**src/hdl/latch8_pkg.sv**
```systemverilog
// package for the serial-to-parallel latch block: widths and reset values
// assumes a single core clock; pin inputs are synchronised inside the block
package latch8_pkg;
   localparam int          STAGE_COUNT = 8;      // shift and storage width
   localparam logic [7:0]  CLEAR_VALUE = 8'h00;  // value forced by a clear
   localparam int          SYNC_DEPTH  = 2;      // flops on each pin input
   localparam logic [1:0]  SYNC_RESET  = 2'h0;   // synchroniser reset value
endpackage

```
**src/hdl/serial_to_parallel_latch8.sv**
```systemverilog
// serial-in parallel-out shift register feeding an eight-bit storage register
// assumes all pins are asynchronous to core_clk; clock pins are sampled and
// their rising edges detected, so each pin level must last over two cycles
// clears are sampled the same way and act after the same two-flop delay
//
// Contract
// - an eight-stage shift register feeds a separate eight-bit store.
// - shift and store clocks are independent and act on rising edges.
// - with tied clocks the store holds shift contents one edge older.
// - each register has its own clear that overrides its clock.
// - while shift clear is low all shift stages are zero.
// - a shift rise moves serial in to the first stage and each stage on.
// - a falling shift clock edge leaves the shift register unchanged.
// - while storage clear is low all storage bits are zero.
// - a storage clock rise loads the storage register from the shift.
// - a falling storage clock edge leaves the storage register unchanged.
// - a serial output from the shift register allows chaining.
`timescale 1ns/10ps
module serial_to_parallel_latch8 #(
   parameter int WIDTH = latch8_pkg::STAGE_COUNT
) (
   input  wire logic             core_clk,
   input  wire logic             rst_b,
   input  wire logic             serial_in,
   input  wire logic             shift_clock,
   input  wire logic             shift_clear_n,
   input  wire logic             store_clock,
   input  wire logic             store_clear_n,
   output logic                  cascade_out,
   output logic [WIDTH-1:0]      parallel_out
);
   import latch8_pkg::*;

   // two-flop synchronisers, first flop read only by the second
   // metastability hazard: nothing else may ever read a first flop
   // costs two cycles of latency on every pin, clocks and data alike
   logic [1:0] sync_data;
   logic [1:0] sync_sclk;
   logic [1:0] sync_sclr;
   logic [1:0] sync_rclk;
   logic [1:0] sync_store_clear_n;
   logic       sclk_prev;
   logic       rclk_prev;
   logic [1:0] next_sync_data;
   logic [1:0] next_sync_sclk;
   logic [1:0] next_sync_sclr;
   logic [1:0] next_sync_rclk;
   logic [1:0] next_sync_store_clear_n;
   logic       next_sclk_prev;
   logic       next_rclk_prev;

   always_comb begin
      next_sync_data = {sync_data[0], serial_in};
      next_sync_sclk = {sync_sclk[0], shift_clock};
      next_sync_sclr = {sync_sclr[0], shift_clear_n};
      next_sync_rclk = {sync_rclk[0], store_clock};
      next_sync_store_clear_n = {sync_store_clear_n[0], store_clear_n};
      next_sclk_prev = sync_sclk[1];
      next_rclk_prev = sync_rclk[1];
   end

   always_ff @(posedge core_clk) begin
      if (!rst_b) begin
         sync_data <= SYNC_RESET;
         sync_sclk <= SYNC_RESET;
         sync_sclr <= SYNC_RESET;
         sync_rclk <= SYNC_RESET;
         sync_store_clear_n <= SYNC_RESET;
         sclk_prev <= 1'b0;
         rclk_prev <= 1'b0;
      end else begin
         sync_data <= next_sync_data;
         sync_sclk <= next_sync_sclk;
         sync_sclr <= next_sync_sclr;
         sync_rclk <= next_sync_rclk;
         sync_store_clear_n <= next_sync_store_clear_n;
         sclk_prev <= next_sclk_prev;
         rclk_prev <= next_rclk_prev;
      end
   end

   // edge detect on the second flops only; falling edges do nothing
   // prev flops reset low like the idle clock pins, so no false edge
   logic shift_rise;
   logic store_rise;
   logic shift_clr;
   logic store_clr;
   assign shift_rise = sync_sclk[1] && !sclk_prev;
   assign store_rise = sync_rclk[1] && !rclk_prev;
   assign shift_clr  = !sync_sclr[1];
   assign store_clr  = !sync_store_clear_n[1];

   // shift and storage registers
   logic [WIDTH-1:0] shift_reg;
   logic [WIDTH-1:0] store_reg;
   logic [WIDTH-1:0] next_shift_reg;
   logic [WIDTH-1:0] next_store_reg;
   logic             next_cascade_out;
   logic [WIDTH-1:0] next_parallel_out;

   // the clear is level-sensitive and wins over any clock edge
   always_comb begin
      next_shift_reg = shift_reg;
      if (shift_clr) begin
         next_shift_reg = CLEAR_VALUE[WIDTH-1:0];
      end else if (shift_rise) begin
         next_shift_reg = {shift_reg[WIDTH-2:0], sync_data[1]};
      end
   end

   // storage samples the old shift value, so tied clocks lag one edge
   always_comb begin
      next_store_reg = store_reg;
      if (store_clr) begin
         next_store_reg = CLEAR_VALUE[WIDTH-1:0];
      end else if (store_rise) begin
         next_store_reg = shift_reg;
      end
   end

   // outputs registered from the next values, so they track the registers
   // trade-off: a duplicate flop per output buys outputs straight from flops
   always_comb begin
      next_cascade_out  = next_shift_reg[WIDTH-1];
      next_parallel_out = next_store_reg;
   end

   always_ff @(posedge core_clk) begin
      if (!rst_b) begin
         shift_reg    <= CLEAR_VALUE[WIDTH-1:0];
         store_reg    <= CLEAR_VALUE[WIDTH-1:0];
         cascade_out  <= CLEAR_VALUE[0];
         parallel_out <= CLEAR_VALUE[WIDTH-1:0];
      end else begin
         shift_reg    <= next_shift_reg;
         store_reg    <= next_store_reg;
         cascade_out  <= next_cascade_out;
         parallel_out <= next_parallel_out;
      end
   end
endmodule

```
**config.mk**
```make
export PLATFORM = sky130hd
export DESIGN_NAME = serial_to_parallel_latch8
export DESIGN_NICKNAME = d
export VERILOG_FILES = /design/src/hdl/latch8_pkg.sv /design/src/hdl/serial_to_parallel_latch8.sv
export SDC_FILE = /design/constraint.sdc
export NUM_CORES = 1
export LEC_CHECK = 0
export ABC_AREA = 1
export BUFFER_PORTS_ARGS = -buffer_cell sky130_fd_sc_hd__buf_2
export CAP_MARGIN = 20
export CELL_PAD_IN_SITES_DETAIL_PLACEMENT = 0
export CELL_PAD_IN_SITES_GLOBAL_PLACEMENT = 1
export CORE_MARGIN = 4
export CORE_UTILIZATION = 41
export CTS_CLUSTER_DIAMETER = 40
export DETAILED_ROUTE_END_ITERATION = 8
export PLACE_DENSITY = 0.82
export SYNTH_ARGS = -nofsm -noshare
export SYNTH_HDL_FRONTEND = slang
export SYNTH_SLANG_ARGS = --single-unit
```
**constraint.sdc**
```tcl
create_clock -name core_clk -period 1.9 [get_ports core_clk]
set_clock_uncertainty 0.1 [all_clocks]
set_input_delay 0.38 -clock core_clk [delete_from_list [all_inputs] [get_ports core_clk]]
set_output_delay 0.38 -clock core_clk [all_outputs]
set_load 0.005 [all_outputs]
```
==> metrics.md <==
| Metric | Value |
|---|---|
| Count of placed standard cells in the final layout, fillers left out | `approximately 180` |
| Clock-pin slew of the registers on the worst-case setup and hold paths | `0.14 ns` |
| Critical path cell sequence | `buf_2` |
| Count of buffers inserted at the top-level ports | `15` |
| Number of synthesized flops with an enable pin | `0` |
| CTS root buf | `sky130_fd_sc_hd__clkbuf_4` |
| Mean routed wirelength per cell | `roughly 8.8 µm` |
| Wire length of the first global-routing pass | `2930 µm` |
| Largest net degree at the start of global routing | `17` |
| Count of synthesis-stage warnings from yosys | `0` |
| Net count of the finished layout | `roughly 160` |
| Leftover overflow at the end of global routing | `0` |
| DRT antenna net count | `0` |
| Xor/xnor cell area share of the yosys netlist | `0%` |
| Sequential cell area | `561 µm²` |
| Via count of the first global-routing pass | `721` |
| Fraction of layout cells with a size suffix above 1 | `16.1%` |
| Unrepaired setup endpoints after global routing | `false` |
| Cell taking the most area after synthesis | `sky130_fd_sc_hd__dfxtp_1` |
| Finished layout cell area | `~1200 µm²` |
| Synthesized-area fraction occupied by adder cells | `0%` |
| Detailed-route via count | `788` |
| Measured slew at the worst slew-check pin | `0.385 ns` |
| Total Wirelength | `1620 µm` |
| CTS-repair resized insts | `0` |
| Area used by multi-input combinational logic | `338 µm²` |
| Cell with the largest stage delay on the worst path | `sky130_fd_sc_hd__dfxtp_1` |
| Share of synthesized area spent on multiplexers | `0%` |
| Area fraction in compound gates after synthesis | `0%` |
| Count of fill cells added during filler insertion | `250` |
| CTS tree | `done` |
| Count of final hold-check violations | `0` |
| Share of the synthesized area in the top cell type | `between 50% and 60%` |
| Number of antenna violations at the first check in global routing | `0` |
| Stage delay of the slowest cell on the critical path | `just under 0.4 ns` |
| Synth Net Count | `146` |
| Number of design rule violations left after detail routing | `0` |
| Via/cell ratio | `4.31` |
| Area of the core region | `2300 µm²` |
| FMAX | `around 760 MHz` |
| Number of pins exceeding their max-slew limit in the final report | `0` |
| Flip-flop and latch count after synthesis | `28` |
| Total buffers and inverters traversed by the critical path | `1` |
| Area fraction in and, or, nand and nor cells after synthesis | `about a third` |
| Asr flop ratio synth | `0%` |
| Number of max-cap violations | `0` |
| Maximum fanout encountered on the critical timing path | `3` |
| Number of buffers created by CTS | `3` |
| Gp weighted congestion | `0.704` |
| X dimension of the die | `roughly 58 µm` |
| Final worst setup slack | `0.579 ns` |
| Worst endpoint required time | `1.42 ns` |
| Slew HR | `approximately three quarters` |
| Kind of capture point of the worst setup path | `primary output` |
| Clock Latency Late Sink | `0.32 ns` |
| Number of different library cells in the post-synthesis netlist | `10` |
| Arrival time at the worst endpoint | `0.84 ns` |
| Final period utilization | `69.5%` |
| Avg Cell Area, Syn | `7.41 µm²` |
| Maximum clock path buffer count | `2` |
| Setup CP Type | `reg2out` |
| Dpl cells | `179` |
| Result of the run | `complete, no violations` |
| Min-Delay Path Class | `in2reg` |
| Router iterations before antenna repair | `4` |
| Main combinational cell family by area after synthesis | `simple AND/OR/NAND/NOR gates` |
| Overall Global Routing Usage | `around 11%` |
| Post-detailed-placement half-perimeter wirelength | `1240 µm` |
| Post-synthesis cell area | `1030 µm²` |
| Count of hold buffers inserted by post-cts repair | `0` |
| P_leak | `between 0.5 and 0.6 nW` |
| Post-CTS setup buffer count | `0` |
| Largest cells by area after synthesis | `sky130_fd_sc_hd__dfxtp_1, sky130_fd_sc_hd__nand2_1, sky130_fd_sc_hd__nor2_1, sky130_fd_sc_hd__inv_1, sky130_fd_sc_hd__nand3_1` |
| Top post-synthesis cells by count | `sky130_fd_sc_hd__nand2_1, sky130_fd_sc_hd__nor2_1, sky130_fd_sc_hd__dfxtp_1` |
| Cell count after synthesis | `139` |
| Top flip-flop cell by instance count after synthesis | `sky130_fd_sc_hd__dfxtp_1` |
| DR iter-0 viols | `13` |
| PwrDens | `895 nW/µm²` |
| Crit path time final | `1.32 ns` |
| Total number of clock tree sinks | `28` |
| Max rail drop VDD | `roughly 0.69 mV` |
| Sequential fraction of the synthesis area | `a little over half` |
| Area Overhead vs Synth | `13.1%` |
| Number of top-level design ports | `16` |
| Max FFs per register | `8` |
| Worst slack at placement | `between 0.7 and 0.8 ns` |
| Instance area after placement | `1110 µm²` |
| Area of the die | `about 3400 µm²` |
| CP top delay family | `flip-flops` |
| Maximum level of the CTS H-tree | `1` |
| Slack of the worst reg-to-reg path | `slightly below 0.8 ns` |
| DIE HEIGHT | `58.1 µm` |
| Initial cell density of the core | `44.8%` |
| Aggregate negative setup slack | `0 ns` |
| Number of setup violations in the final report | `0` |
| Number of diodes added for antenna fixing | `0` |
| Std cell rows | `17` |
| Sort of element at the start of the critical path | `flip-flop` |
-- placed cells by master (no fill, tap or decap) --
cell type	synthesis	layout
sky130_fd_sc_hd__nor2_4	2	2
sky130_fd_sc_hd__nand2_1	32	32
sky130_fd_sc_hd__clkbuf_4	0	3
sky130_fd_sc_hd__nand3_1	15	15
sky130_fd_sc_hd__inv_2	3	3
sky130_fd_sc_hd__nor2_1	32	32
sky130_fd_sc_hd__dfxtp_1	28	28
sky130_fd_sc_hd__inv_4	1	1
sky130_fd_sc_hd__buf_2	1	15
sky130_fd_sc_hd__inv_1	23	23
sky130_fd_sc_hd__bufinv_16	0	1
-- cell families (layout without fill, tap and decap cells) --
logic type / Yosys count / count (layout)
AND/OR/NAND/NOR: 81 / 81
flip-flops: 28 / 28
buffers and inverters: 30 / 46
-- cell type report --
cell class	instances	share of cell area, %
clock buffer	3	1.93
multi-input combinational	81	29.0
clock inverter	1	2.58
sequential	28	48.1
timing repair buffer	15	6.44
tap	28	3.01
inverter	27	8.92
-- per-stage QoR --
stage	util (%)	hold WS (ns)	total power, mW
floorplan	-	0.290	0.661
global placement	48.4	0.292	0.671
detailed placement	48.4	0.296	0.673
CTS	50.7	0.107	1.06
global route	50.7	0.127	1.09
finish	50.7	0.123	1.04
-- report_power, final --
| group | total, mW | switching [mW] | internal, mW |
|---|---|---|---|
| Sequential | 0.609 | 0.00856 | 0.600 |
| Clock | 0.384 | 0.171 | 0.213 |
| Combinational | 0.0500 | 0.0295 | 0.0205 |
-- worst paths after layout --
check / to / cells past startpoint / start
hold reg to reg: sync_sclr[1] / 2 / sync_sclr[0]
setup / recovery: cascade_out / 1 / cascade_out
setup reg to reg: store_reg[0] / 4 / sync_rclk[1]
hold / removal: sync_data[0] / 3 / serial_in
-- layer usage --
layer / global-route usage (%) / vias to the layer above / wire, µm
met1: 11.9 / 331 / 733
met3: 4.01 / 4 / 89
met5: 0 / - / 0
met4: 5.96 / 0 / 40
met2: 20.0 / 14 / 752
li1: - / 439 / -
Power figures use the tool's default switching activity.
